**src/core/ufi_pkg.sv**
```systemverilog
package ufi_pkg;
  // ********************************************************
  // register byte offsets
  // ********************************************************
  localparam logic [4:0] OFS_DATA = 5'h00;
  localparam logic [4:0] OFS_IEN  = 5'h04;
  localparam logic [4:0] OFS_IDF  = 5'h08;
  localparam logic [4:0] OFS_LINE = 5'h14;
  localparam logic [4:0] OFS_MDM  = 5'h18;
  // ********************************************************
  // field positions
  // ********************************************************
  localparam int IEN_RX    = 0;
  localparam int IEN_TX    = 1;
  localparam int IEN_LINE  = 2;
  localparam int IEN_MDM   = 3;
  localparam int FSR_EN    = 0;
  localparam int FSR_RXCLR = 1;
  localparam int FSR_TXCLR = 2;
  localparam int FSR_TRGLO = 6;
  localparam int FSR_TRGHI = 7;
  // ********************************************************
  // reset values and identification codes
  // ********************************************************
  localparam logic [3:0] IEN_RST   = 4'h0;
  localparam logic [1:0] TRG_RST   = 2'h0;
  localparam logic [3:0] IDF_NONE  = 4'h1;
  localparam logic [3:0] IDF_LINE  = 4'h6;
  localparam logic [3:0] IDF_RXAV  = 4'h4;
  localparam logic [3:0] IDF_CTO   = 4'hC;
  localparam logic [3:0] IDF_TX_HOLDING_EMPTY  = 4'h2;
  localparam logic [3:0] IDF_MDM   = 4'h0;
  // ********************************************************
  // trigger levels in bytes
  // ********************************************************
  localparam logic [4:0] TRG_L0 = 5'h01;
  localparam logic [4:0] TRG_L1 = 5'h04;
  localparam logic [4:0] TRG_L2 = 5'h08;
  localparam logic [4:0] TRG_L3 = 5'h0E;
  // ********************************************************
  // timing
  // ********************************************************
  localparam int          CNT_W        = 5;
  localparam int          TICK_W       = 9;
  localparam logic [8:0]  TICKS_BIT    = 9'h010;
  localparam logic [8:0]  TICKS_HALF   = 9'h008;
  localparam logic [8:0]  BITS_BASE    = 9'h007;
  localparam logic [2:0]  TO_CHARS     = 3'h4;
  localparam logic [2:0]  TXD_CHARS    = 3'h1;
  typedef enum logic [1:0] {
    BUS_IDLE = 2'b01,
    BUS_ACK  = 2'b10
  } ufi_bus_t;
endpackage

```
**src/core/ufi_char_timer.sv**
```systemverilog
`timescale 1ns/1ns
module ufi_char_timer
  import ufi_pkg::*;
#(
  parameter int TW = 9,
  parameter int NW = 3
) (
  input  wire logic          clk,
  input  wire logic          rst_b,
  input  wire logic          run,
  input  wire logic          restart,
  input  wire logic          tick,
  input  wire logic [TW-1:0] ticks_per_char,
  input  wire logic [NW-1:0] n_chars,
  output logic               expired
);
  logic [TW-1:0] tcnt;
  logic [NW-1:0] ccnt;

  // counts baud ticks into whole character times
  always_ff @(posedge clk) begin
    if (!rst_b || restart || !run) begin
      tcnt    <= '0;
      ccnt    <= '0;
      expired <= 1'b0;
    end else if (tick && !expired) begin
      if (tcnt == ticks_per_char - TW'(1)) begin
        tcnt <= '0;
        if (ccnt == n_chars - NW'(1)) begin
          expired <= 1'b1;
        end else begin
          ccnt <= ccnt + NW'(1);
        end
      end else begin
        tcnt <= tcnt + TW'(1);
      end
    end
  end
endmodule

```
**src/core/ufi_core.sv**
```systemverilog
// Decided for this implementation: the Avalon-MM register port and the placing of the registers.
`timescale 1ns/1ns
module ufi_core
  import ufi_pkg::*;
#(
  parameter int CW = CNT_W
) (
  input  wire logic          clk,
  input  wire logic          rst_b,
  input  wire logic [4:0]    avs_address,
  input  wire logic          avs_read,
  input  wire logic          avs_write,
  input  wire logic [31:0]   avs_writedata,
  input  wire logic [3:0]    avs_byteenable,
  output logic [31:0]        avs_readdata,
  output logic               avs_waitrequest,
  input  wire logic [CW-1:0] rx_count,
  input  wire logic [7:0]    rx_data,
  input  wire logic          rx_push,
  input  wire logic [3:0]    rx_err_event,
  input  wire logic          rx_fifo_error,
  input  wire logic          rclk_tick,
  input  wire logic [CW-1:0] tx_count,
  input  wire logic          tx_shift_empty,
  input  wire logic          tx_tick,
  input  wire logic [1:0]    word_len,
  input  wire logic          two_stop,
  input  wire logic          parity_en,
  input  wire logic [3:0]    modem_pins,
  output logic               rx_pop,
  output logic               tx_push,
  output logic [7:0]         tx_data,
  output logic               fifo_enable_bit,
  output logic [1:0]         trigger_level,
  output logic               rx_fifo_clear,
  output logic               tx_fifo_clear,
  output logic               interrupt_output
);
  // ********************************************************
  // avalon slave
  // ********************************************************
  ufi_bus_t   bus;
  logic       acc;
  logic       acc_rd;
  logic       acc_wr;
  logic [7:0] wd;
  logic [7:0] next_rdata;
  logic [3:0] interrupt_enable;
  logic [7:0] interrupt_identification;
  logic [7:0] line_state_reg;
  logic [7:0] modem_state_reg;

  assign acc             = (bus == BUS_ACK);
  assign avs_waitrequest = (avs_read || avs_write) && !acc;
  assign acc_rd          = acc && avs_read;
  assign acc_wr          = acc && avs_write && avs_byteenable[0];
  assign wd              = avs_writedata[7:0];

  always_ff @(posedge clk) begin
    if (!rst_b) begin
      bus <= BUS_IDLE;
    end else begin
      case (bus)
        BUS_IDLE: if (avs_read || avs_write) bus <= BUS_ACK;
        BUS_ACK:  bus <= BUS_IDLE;
        default:  bus <= BUS_IDLE;
      endcase
    end
  end

  always_comb begin
    next_rdata = 8'h00;
    if (avs_address == OFS_DATA) begin
      next_rdata = rx_data;
    end else if (avs_address == OFS_IEN) begin
      next_rdata = {4'h0, interrupt_enable};
    end else if (avs_address == OFS_IDF) begin
      next_rdata = interrupt_identification;
    end else if (avs_address == OFS_LINE) begin
      next_rdata = line_state_reg;
    end else if (avs_address == OFS_MDM) begin
      next_rdata = modem_state_reg;
    end
  end

  always_ff @(posedge clk) begin
    if (!rst_b) begin
      avs_readdata <= 32'h0000_0000;
    end else if (avs_read && !acc) begin
      avs_readdata <= {24'h00_0000, next_rdata};
    end
  end

  // ********************************************************
  // register access strobes
  // ********************************************************
  logic rd_data;
  logic rd_idf;
  logic rd_line;
  logic rd_mdm;

  assign rd_data = acc_rd && (avs_address == OFS_DATA);
  assign rd_idf  = acc_rd && (avs_address == OFS_IDF);
  assign rd_line = acc_rd && (avs_address == OFS_LINE);
  assign rd_mdm  = acc_rd && (avs_address == OFS_MDM);

  always_ff @(posedge clk) begin
    if (!rst_b) begin
      rx_pop  <= 1'b0;
      tx_push <= 1'b0;
      tx_data <= 8'h00;
    end else begin
      rx_pop  <= rd_data && (rx_count != '0);
      tx_push <= acc_wr && (avs_address == OFS_DATA);
      if (acc_wr && (avs_address == OFS_DATA)) tx_data <= wd;
    end
  end

  always_ff @(posedge clk) begin
    if (!rst_b) begin
      interrupt_enable <= IEN_RST;
    end else if (acc_wr && (avs_address == OFS_IEN)) begin
      interrupt_enable <= wd[3:0];
    end
  end

  // ********************************************************
  // fifo setup register
  // ********************************************************
  logic fen_changed;

  always_ff @(posedge clk) begin
    if (!rst_b) begin
      fifo_enable_bit <= 1'b0;
      trigger_level   <= TRG_RST;
      rx_fifo_clear   <= 1'b0;
      tx_fifo_clear   <= 1'b0;
    end else begin
      rx_fifo_clear <= 1'b0;
      tx_fifo_clear <= 1'b0;
      if (acc_wr && (avs_address == OFS_IDF)) begin
        fifo_enable_bit <= wd[FSR_EN];
        if (wd[FSR_EN]) trigger_level <= wd[FSR_TRGHI:FSR_TRGLO];
        rx_fifo_clear <= (wd[FSR_EN] && wd[FSR_RXCLR]) || fen_changed;
        tx_fifo_clear <= (wd[FSR_EN] && wd[FSR_TXCLR]) || fen_changed;
      end
    end
  end

  assign fen_changed = wd[FSR_EN] != fifo_enable_bit;

  // ********************************************************
  // receive data and timeout
  // ********************************************************
  logic [4:0]        trig_bytes;
  logic              rx_avail;
  logic              to_run;
  logic              to_pend;
  logic [TICK_W-1:0] rx_char_ticks;
  logic [TICK_W-1:0] stop2_ticks;

  always_comb begin
    case (trigger_level)
      2'h0:    trig_bytes = TRG_L0;
      2'h1:    trig_bytes = TRG_L1;
      2'h2:    trig_bytes = TRG_L2;
      default: trig_bytes = TRG_L3;
    endcase
  end

  assign rx_avail = fifo_enable_bit ?
                    (CW'(trig_bytes) <= rx_count) : (rx_count != '0);

  assign stop2_ticks = !two_stop ? '0 :
                       (word_len == 2'h0) ? TICKS_HALF : TICKS_BIT;
  assign rx_char_ticks = TICK_W'((BITS_BASE + TICK_W'(word_len)
                         + TICK_W'(parity_en)) * TICKS_BIT) + stop2_ticks;

  assign to_run = fifo_enable_bit && interrupt_enable[IEN_RX]
                  && (rx_count != '0);

  ufi_char_timer #(.TW(TICK_W), .NW(3)) u_rx_timeout (
    .clk            (clk),
    .rst_b          (rst_b),
    .run            (to_run),
    .restart        (rx_push || rx_pop),
    .tick           (rclk_tick),
    .ticks_per_char (rx_char_ticks),
    .n_chars        (TO_CHARS),
    .expired        (to_pend)
  );

  // ********************************************************
  // transmit empty and delay
  // ********************************************************
  logic              tx_empty;
  logic              tx_seen2;
  logic              first_imm;
  logic              tx_holding_empty_ready;
  logic              tx_holding_empty_ready_q;
  logic              tx_delay_done;
  logic              tx_holding_empty_int;
  logic              tx_holding_empty_set;
  logic              tx_holding_empty_clr;
  logic              ien_tx_q;
  logic [TICK_W-1:0] tx_delay_ticks;

  assign tx_empty = (tx_count == '0);

  assign tx_delay_ticks = rx_char_ticks - TICKS_BIT;

  always_ff @(posedge clk) begin
    if (!rst_b) begin
      tx_seen2 <= 1'b0;
    end else if (tx_count >= CW'(2)) begin
      tx_seen2 <= 1'b1;
    end else if (tx_holding_empty_ready) begin
      tx_seen2 <= 1'b0;
    end
  end

  always_ff @(posedge clk) begin
    if (!rst_b) begin
      first_imm <= 1'b1;
    end else if (acc_wr && (avs_address == OFS_IDF) && fen_changed) begin
      first_imm <= 1'b1;
    end else if (tx_holding_empty_ready) begin
      first_imm <= 1'b0;
    end
  end

  ufi_char_timer #(.TW(TICK_W), .NW(3)) u_tx_delay (
    .clk            (clk),
    .rst_b          (rst_b),
    .run            (tx_empty),
    .restart        (1'b0),
    .tick           (tx_tick),
    .ticks_per_char (tx_delay_ticks),
    .n_chars        (TXD_CHARS),
    .expired        (tx_delay_done)
  );

  // once up, ready holds until the fifo takes a byte
  assign tx_holding_empty_ready = tx_empty && (!fifo_enable_bit || tx_seen2
                      || first_imm || tx_delay_done || tx_holding_empty_ready_q);

  always_ff @(posedge clk) begin
    if (!rst_b) begin
      tx_holding_empty_ready_q <= 1'b0;
      ien_tx_q     <= 1'b0;
    end else begin
      tx_holding_empty_ready_q <= tx_holding_empty_ready;
      ien_tx_q     <= interrupt_enable[IEN_TX];
    end
  end

  assign tx_holding_empty_set = tx_holding_empty_ready && (!tx_holding_empty_ready_q || first_imm
                    || (interrupt_enable[IEN_TX] && !ien_tx_q));
  assign tx_holding_empty_clr = tx_push || (rd_idf && interrupt_identification[3:0]
                    == IDF_TX_HOLDING_EMPTY) || !tx_empty;

  always_ff @(posedge clk) begin
    if (!rst_b) begin
      tx_holding_empty_int <= 1'b0;
    end else if (tx_holding_empty_set) begin
      tx_holding_empty_int <= 1'b1;
    end else if (tx_holding_empty_clr) begin
      tx_holding_empty_int <= 1'b0;
    end
  end

  // ********************************************************
  // line and modem status
  // ********************************************************
  logic [3:0] line_err;
  logic [3:0] mdm_s1;
  logic [3:0] mdm_s2;
  logic [3:0] mdm_q;
  logic [3:0] mdm_delta;
  logic [3:0] mdm_evt;

  always_ff @(posedge clk) begin
    if (!rst_b) begin
      line_err <= 4'h0;
    end else begin
      line_err <= rx_err_event | (rd_line ? 4'h0 : line_err);
    end
  end

  // shifts through reset so idle pins give no false delta
  always_ff @(posedge clk) begin
    mdm_s1 <= modem_pins;
    mdm_s2 <= mdm_s1;
    mdm_q  <= mdm_s2;
  end

  // bit 2 is ring: only its trailing edge counts
  assign mdm_evt = {mdm_q[3] ^ mdm_s2[3], mdm_q[2] & ~mdm_s2[2],
                    mdm_q[1:0] ^ mdm_s2[1:0]};

  always_ff @(posedge clk) begin
    if (!rst_b) begin
      mdm_delta <= 4'h0;
    end else begin
      mdm_delta <= mdm_evt | (rd_mdm ? 4'h0 : mdm_delta);
    end
  end

  assign line_state_reg = {fifo_enable_bit && rx_fifo_error,
                           tx_empty && tx_shift_empty, tx_empty,
                           line_err, rx_count != '0};
  assign modem_state_reg = {mdm_s2, mdm_delta};

  // ********************************************************
  // priority and identification
  // ********************************************************
  logic       p_line;
  logic       p_rx;
  logic       p_to;
  logic       p_tx;
  logic       p_mdm;
  logic       any_pend;
  logic [3:0] idf_code;

  assign p_line   = interrupt_enable[IEN_LINE] && (line_err != 4'h0);
  assign p_rx     = interrupt_enable[IEN_RX] && rx_avail;
  assign p_to     = interrupt_enable[IEN_RX] && to_pend;
  assign p_tx     = interrupt_enable[IEN_TX] && tx_holding_empty_int;
  assign p_mdm    = interrupt_enable[IEN_MDM] && (mdm_delta != 4'h0);
  assign any_pend = p_line || p_rx || p_to || p_tx || p_mdm;

  always_comb begin
    if (p_line) begin
      idf_code = IDF_LINE;
    end else if (p_rx) begin
      idf_code = IDF_RXAV;
    end else if (p_to) begin
      idf_code = IDF_CTO;
    end else if (p_tx) begin
      idf_code = IDF_TX_HOLDING_EMPTY;
    end else if (p_mdm) begin
      idf_code = IDF_MDM;
    end else begin
      idf_code = IDF_NONE;
    end
  end

  assign interrupt_identification = {{2{fifo_enable_bit}}, 2'h0, idf_code};

  always_ff @(posedge clk) begin
    if (!rst_b) begin
      interrupt_output <= 1'b0;
    end else begin
      interrupt_output <= any_pend;
    end
  end
endmodule

```
**config.mk**
```make
export PLATFORM = sky130hd
export DESIGN_NAME = ufi_core
export DESIGN_NICKNAME = d
export VERILOG_FILES = /design/src/core/ufi_pkg.sv /design/src/core/ufi_char_timer.sv /design/src/core/ufi_core.sv
export SDC_FILE = /design/constraint.sdc
export NUM_CORES = 1
export LEC_CHECK = 0
export BUFFER_PORTS_ARGS = -buffer_cell sky130_fd_sc_hd__buf_4
export CAP_MARGIN = 20
export CORE_ASPECT_RATIO = 0.8
export CORE_MARGIN = 10
export CORE_UTILIZATION = 50
export DETAILED_ROUTE_END_ITERATION = 8
export PLACE_DENSITY = 0.83
export SETUP_SLACK_MARGIN = 0.5
export SYNTH_ARGS = -nofsm -noshare
export SYNTH_HDL_FRONTEND = slang
export SYNTH_SLANG_ARGS = --single-unit
```
**constraint.sdc**
```tcl
create_clock -name clk -period 4 [get_ports clk]
set_input_delay 0.4 -clock clk [delete_from_list [all_inputs] [get_ports clk]]
set_output_delay 0.4 -clock clk [all_outputs]
set_load 0.02 [all_outputs]
```
==> flow_summary.yaml, run 1 <==
grt:
  track_usage: 0.1740
  grt_max_degree: 32
  grt_pass1_wl_um: 17730
  grt_pass1_vias: 3615
  grt_overflow: 0
  antenna_found_initial: 0
sta:
  worst_slew_pin_slew_ps: 979.8
  slew_headroom: 0.3461
  setup_viol: 0
  rsz0062_at_grt: "false"
  fmax_ghz: 0.3434
  finalHoldViolCount: 0
  fin_crit_ps: 2912
  maxSlewViolCount: 0
  setup_tns_ps: 0
  holdWs_ps: 144.8
  post-route-period-util: 0.7281
  skew_ps: 9.021
worst_setup_path:
  crit_type: "in -> reg"
  max_stage_delay_ps: 540
  path_max_fanout: 9
  crit_buf_inv: 3
  critPathMostFrequentCell: "ha_1"
  cp-end-kind: "flip-flop"
  cp-start-kind: "input port"
  arrival_ps: 3160
  crit_path_top_delay_cell: "or4_1"
  path_cells: "buf_4, inv_1, ha_1, inv_1, ha_1, ha_1, xnor3_1, or4_1, a211oi_2, o31a_4, nand3b_1, mux2i_1"
  critPathTopFamily: "adder cells"
  required_ps: 4250
clock_tree:
  clkTransAtPathRegs_ps: 90
  cts-buffers-inserted: 9
  cts_tree: "yes"
  cts.sinks: 81
  clockBufferDepth: 2
  h-tree-depth: 3
  clockRootBuffer: "clkbuf_8"
  clock_latency_ps: 350
  ctsResizeCount: 0
  ctsHoldBuffers: 0
  post_cts.repair.setup_buffers: 0
detailed_routing:
  drcViolationCount: 0
  wl_um: 11060
  wl_per_cell_um: 16.41
  ant_nets: 0
  dr.pass1.iters: 5
  routed_via_density: 5.531
  dr_total_vias: 3728
  drtIter0Drc: 315
final_layout:
  layout.nets: 658
  drive_gt1_frac: 0.1943
  n_antenna_cell: 0
  stdcell_count: 674
  syn2layout_area_growth_pct: 18.30
synth:
  avgSynthCellArea_um2: 8.656
  synth_ff_type: "dfxtp_1"
  synth_area_leaders: "dfxtp_1 (38%), nor2_1 (5.5%), mux2i_1 (5.4%)"
  synth_edf_count: 0
  synth.largest_area_cell: "dfxtp_1"
  syn_inst: 489
  yosys_warnings: 0
  synth_top_family_by_area: "simple AND/OR/NAND/NOR gates"
  yosysSeqAreaShare: 0.3831
  synth.top_cell.area_share: 0.3831
  synthXorXnorAreaFrac: 0.05498
  synth_adder_area_share: 0.05025
  synth_compound_area_frac: 0.1380
  yosys.area_share.simple: 0.2232
  ys_seq_elements: 81
  ys_types: 57
  netlist_area_um2: 4233
  synthMuxAreaShare: 0.07035
  synthArstFlopShare: 0
power_and_ir_drop:
  p_seq_frac: 0.495
  switchingPower_w: 0.0004609
  ir_drop_v: 0.0002131
  p_int_w: 0.001236
  pwr-share-comb: 0.132
  power_frac_clock: 0.373
  leakage_nw: 2.172
  p_per_area_nw_per_um2: 338.8
  p_sw_frac: 0.2717
floorplan:
  rows: 29
  initial_utilization: 0.5231
  dieWidth_um: 122.9
  dieArea_um2: 12570
  dieHeight_um: 102.3
  core_um2: 8092
  ioPinCount: 129
placed_design:
  gp_congestion: 0.8901
  dpl.hpwl_um: 8623
  place.port_buffers: 77
  numPlacedInstances: 658
worst_hold_path:
  hp-class: "in -> reg"
run_status:
  status: "finished, final reports clean"
run:
  cap_violations: 0
-- metal layers --
| layer | part of all wire | track usage | vias up |
|---|---|---|---|
| met1 | 0.44 | 0.2241 | 1722 |
| met3 | 0.098 | 0.05069 | 22 |
| met2 | 0.44 | 0.2680 | 167 |
| met5 | 0 | 0 | - |
| met4 | 0.020 | 0.07052 | 0 |
| li1 | - | - | 1817 |
-- layout by cell type (no fill, tap or decap), types with 5 or more instances in the layout --
cell type / count
nor2b_1: 10
xnor2_1: 9
nor3_1: 12
nor2_1: 62
nand2b_1: 7
xor2_1: 15
buf_4: 79
nand3_1: 16
o21a_1: 6
a21oi_1: 25
and3_1: 11
dfxtp_1: 81
inv_1: 21
clkbuf_8: 10
or4_1: 7
a211oi_1: 6
nand2_1: 40
conb_1: 24
or3_1: 5
mux2i_1: 23
o21ai_0: 11
nor4_1: 5
ha_1: 17
o2111ai_1: 5
-- power groups by stage --
stage	logic (W)	clock network, W	registers (W)
3_5_place_dp	0.000221	0	0.000859
5_1_grt	0.000245	0.000672	0.000842
6_report	0.000224	0.000633	0.000840
2_1_floorplan	0.000153	0	0.000859
4_1_cts	0.000222	0.000640	0.000840
3_3_place_gp	0.000215	0	0.000858
-- per-stage QoR --
| stage | cell area [um^2] | worst slack [ps] | power [W] | util |
|---|---|---|---|---|
| global route | 5007 | 944.7 | 0.001759 | 0.6188 |
| finish | 5007 | 1088 | 0.001697 | 0.6188 |
| CTS | 5007 | 1106 | 0.001702 | 0.6188 |
| detailed placement | 4797 | 728.6 | 0.001080 | 0.5929 |
| global placement | 4797 | 786.9 | 0.001072 | 0.5929 |
| floorplan | 4319 | 1114 | 0.001013 | - |
-- cell type report --
type / count / area, um^2
clock buffers: 10 / 137.6
clock inverters: 6 / 72.57
fillers: 718 / 3084
inverters: 22 / 85.08
multi-input cells: 368 / 2362
flip-flops and latches: 81 / 1622
well taps: 108 / 135.1
repair buffers: 79 / 593.1
-- state kept, by name, summed over array words and instances, names as in the netlist, 2 cells and up --
name / count
avs_readdata: 8
bus: 2
interrupt_enable: 4
line_err: 4
mdm_delta: 4
mdm_q: 4
mdm_s1: 4
mdm_s2: 4
trigger_level: 2
tx_data: 8
u_rx_timeout.ccnt: 3
u_rx_timeout.tcnt: 9
u_tx_delay.ccnt: 3
u_tx_delay.tcnt: 9
-- synth_stat cells, drive strengths merged (14+ instances only) --
library cell and n:
buf 27, nand3 16, a21oi 26, nor2 62
clkbuf 14, nand2 40, dfxtp 81, xor2 15
ha 17, inv 22, mux2i 23
-- kinds of logic after synthesis --
| logic type | Yosys count |
|---|---|
| and+or+nand+nor | 192 |
| AOI/OAI and AO/OA | 83 |
| DFF | 81 |
| buffers and inverters | 63 |
| muxes | 27 |
| xor gates and xnor gates | 25 |
| adders and majority gates | 17 |
| other | 1 |
-- final timing paths --
check / startpoint / end / slack [ps] / cells after the start
setup / recovery: word_len[0] / u_tx_delay.ccnt[1] / 1090 / 12
hold / removal: modem_pins[3] / mdm_s1[3] / 140 / 1
setup reg to reg: trigger_level[0] / avs_readdata[0] / 1680 / 8
hold reg to reg: mdm_s1[0] / mdm_s2[0] / 330 / 0
No activity file was read; power rests on OpenSTA's default activity.
==> run 2: changes to the inputs <==
Settings changed: ABC_AREA from default to 1, CORE_UTILIZATION 50 to 47, PLACE_DENSITY 0.83 to 0.82.
Clock period 4 ns to 2.3 ns, I/O delays scaled along.
==> run 2 against run 1 <==
Global-route usage fell by 0.061 points. Highest routed layer unchanged. Clock power increased to 2.7 times the previous value. Core utilization is 1.5 points higher. Largest power group is now the clock network.
==> flow_summary.yaml, run 2 <==
run_status:
  status: "finished, final reports clean"
detailed_routing:
  drcViolationCount: 0
  ant_nets: 0
  dr.pass1.iters: 4
  routed_via_density: 5.065
  wl_um: 12270
  drtIter0Drc: 214
  wl_per_cell_um: 14.71
  dr_total_vias: 4224
floorplan:
  dieArea_um2: 13550
  core_um2: 9037
  dieWidth_um: 127.7
  ioPinCount: 129
  rows: 31
  dieHeight_um: 106.1
  initial_utilization: 0.4822
final_layout:
  n_antenna_cell: 0
  syn2layout_area_growth_pct: 31.52
  drive_gt1_frac: 0.2601
  fin_area_um2: 5732
  multiInputGateArea_um2: 2489
  layout.nets: 813
  seqCellArea_um2: 1629
  top_regs: "u_rx_timeout.tcnt x9, u_tx_delay.tcnt x9"
  fill_cells: 750
  mostFrequentLayoutCell: "nand2_1"
  layout_common_cells: "nand2_1 (116), nor2_1 (86), buf_4 (86)"
worst_setup_path:
  cp-start-kind: "input port"
  arrival_ps: 2170
  path_max_fanout: 6
  required_ps: 2540
  cp-end-kind: "flip-flop"
  crit_type: "in -> reg"
power_and_ir_drop:
  ir_drop_v: 0.0005392
  p_total_w: 0.003667
  p_per_area_nw_per_um2: 639.8
  leakage_nw: 2.752
clock_tree:
  clockBufferDepth: 2
  h-tree-depth: 3
  clock_latency_ps: 340
  cts_tree: "yes"
  clockRootBuffer: "clkbuf_16"
  cts-buffers-inserted: 9
  cts.sinks: 81
  clkTransAtPathRegs_ps: 60
synth:
  ys_types: 40
  synth_edf_count: 0
  synth.top_cell.area_share: 0.3721
  netlist_area_um2: 4358
  synthMuxAreaShare: 0
  synthArstFlopShare: 0
  yosys_warnings: 0
  synth_adder_area_share: 0.04881
  syn_inst: 620
  synth_top_family_by_area: "simple AND/OR/NAND/NOR gates"
  synth.largest_area_cell: "dfxtp_1"
  avgSynthCellArea_um2: 7.029
  synth_ff_type: "dfxtp_1"
  yosys.area_share.simple: 0.3230
  ys_seq_elements: 81
  synth_common_cells: "nand2_1 (128), inv_1 (88), nor2_1 (87)"
  synthXorXnorAreaFrac: 0.03187
  yosysSeqAreaShare: 0.3721
  synth_area_leaders: "dfxtp_1 (37%), nand2_1 (11%), inv_1 (7.6%)"
  synth_compound_area_frac: 0.09216
  synth_most_common_cell: "nand2_1"
sta:
  fmax_ghz: 0.5185
  post-route-period-util: 0.8385
  rsz0062_at_grt: "true"
  setup_viol: 0
  fin_crit_ps: 1929
  fin_ws_ps: 371.3
  worst_slew_pin_slew_ps: 656.4
  finalHoldViolCount: 0
  slew_headroom: 0.5595
  maxSlewViolCount: 0
  skew_ps: 5.657
  holdWs_ps: 97.01
grt:
  grt_pass1_vias: 4253
  track_usage: 0.1734
  grt_max_degree: 27
  grt_pass1_wl_um: 19580
  antenna_found_initial: 0
  grt_overflow: 0
placed_design:
  post-place-ws_ps: -30.25
  place_area_um2: 5107
  place.port_buffers: 77
  dpl.hpwl_um: 9009
  gp_congestion: 0.8731
worst_hold_path:
  hp-class: "in -> reg"
run:
  cap_violations: 0
-- run 2: cell count changes after synthesis, sizes merged, moves of 10 or more --
| cell | before | now |
|---|---|---|
| nor2 | 62 | 97 |
| o21ai | 12 | 30 |
| and3 | 11 | 0 |
| inv | 22 | 97 |
| nor2b | 10 | 0 |
| nand2 | 40 | 136 |
| nand3 | 16 | 41 |
| mux2i | 23 | 0 |
-- run 2: repair_timing --
action	in CTS	in global routing
hold endpoints to repair	4	0
setup endpoints to repair	25	39
hold buffers	4	0
pin swaps	15	24
setup buffers	1	3
resized for setup	15	39
-- run 2: area by class of cell --
type	count	share of cell area
clock buffers	9	0.03929
clock inverters	5	0.02248
inverters	98	0.06964
multi-input cells	434	0.4342
flip-flops and latches	81	0.2842
well taps	115	0.02510
repair buffers	92	0.1251
-- run 2: where the power goes --
group | internal (W) | leakage, nW | switching, W
Clock | 0.00116 | 0.172 | 0.000565
Combinational | 0.000199 | 1.92 | 0.000285
Sequential | 0.00144 | 0.663 | 0.0000209
-- run 2: critical path, cell delays in order --
cell	delay (ps)
buf_12	90
inv_8	30
ha_4	240
inv_2	40
ha_4	280
inv_4	40
ha_4	260
inv_2	40
nand2_1	40
nand2_1	60
nor2_1	110
nand4_1	110
nor2_2	150
inv_2	50
nor2_4	90
nand2_2	70
nand2_4	90
inv_6	60
nand3_4	50
inv_1	40
-- run 2: metrics by stage --
step                  util  instances  setup TNS (ps)
finish              0.6342        834               0
detailed placement  0.5651        812          -147.2
global placement    0.5651        812               0
floorplan                -        643               0
CTS                 0.6171        831               0
global route        0.6342        834               0
-- run 2: path summary, 6_finish.rpt --
kind / cells after the start / to / from / slack, ps
setup / recovery: 20 / u_tx_delay.tcnt[4] / word_len[0] / 370
hold / removal: 3 / line_err[0] / rx_err_event[0] / 100
setup reg to reg: 14 / tx_holding_empty_int / trigger_level[1] / 490
hold reg to reg: 0 / mdm_s2[3] / mdm_s1[3] / 330
-- run 2: per-layer routing --
layer / up-vias / part of all wire / track usage
met5: - / 0 / 0
met4: 0 / 0.012 / 0.04093
met3: 15 / 0.078 / 0.05859
met2: 142 / 0.50 / 0.3040
met1: 1960 / 0.41 / 0.1990
li1: 2107 / - / -
-- run 2: logic make-up (layout without fill, tap and decap cells) --
group,Yosys count,in the layout
AO/OA/AOI/OAI,74,74
XOR/XNOR,15,15
adder cells (fa/ha/maj),17,17
buffers and inverters,128,204
flip-flops,81,81
other,1,24
AND/OR/NAND/NOR,304,304
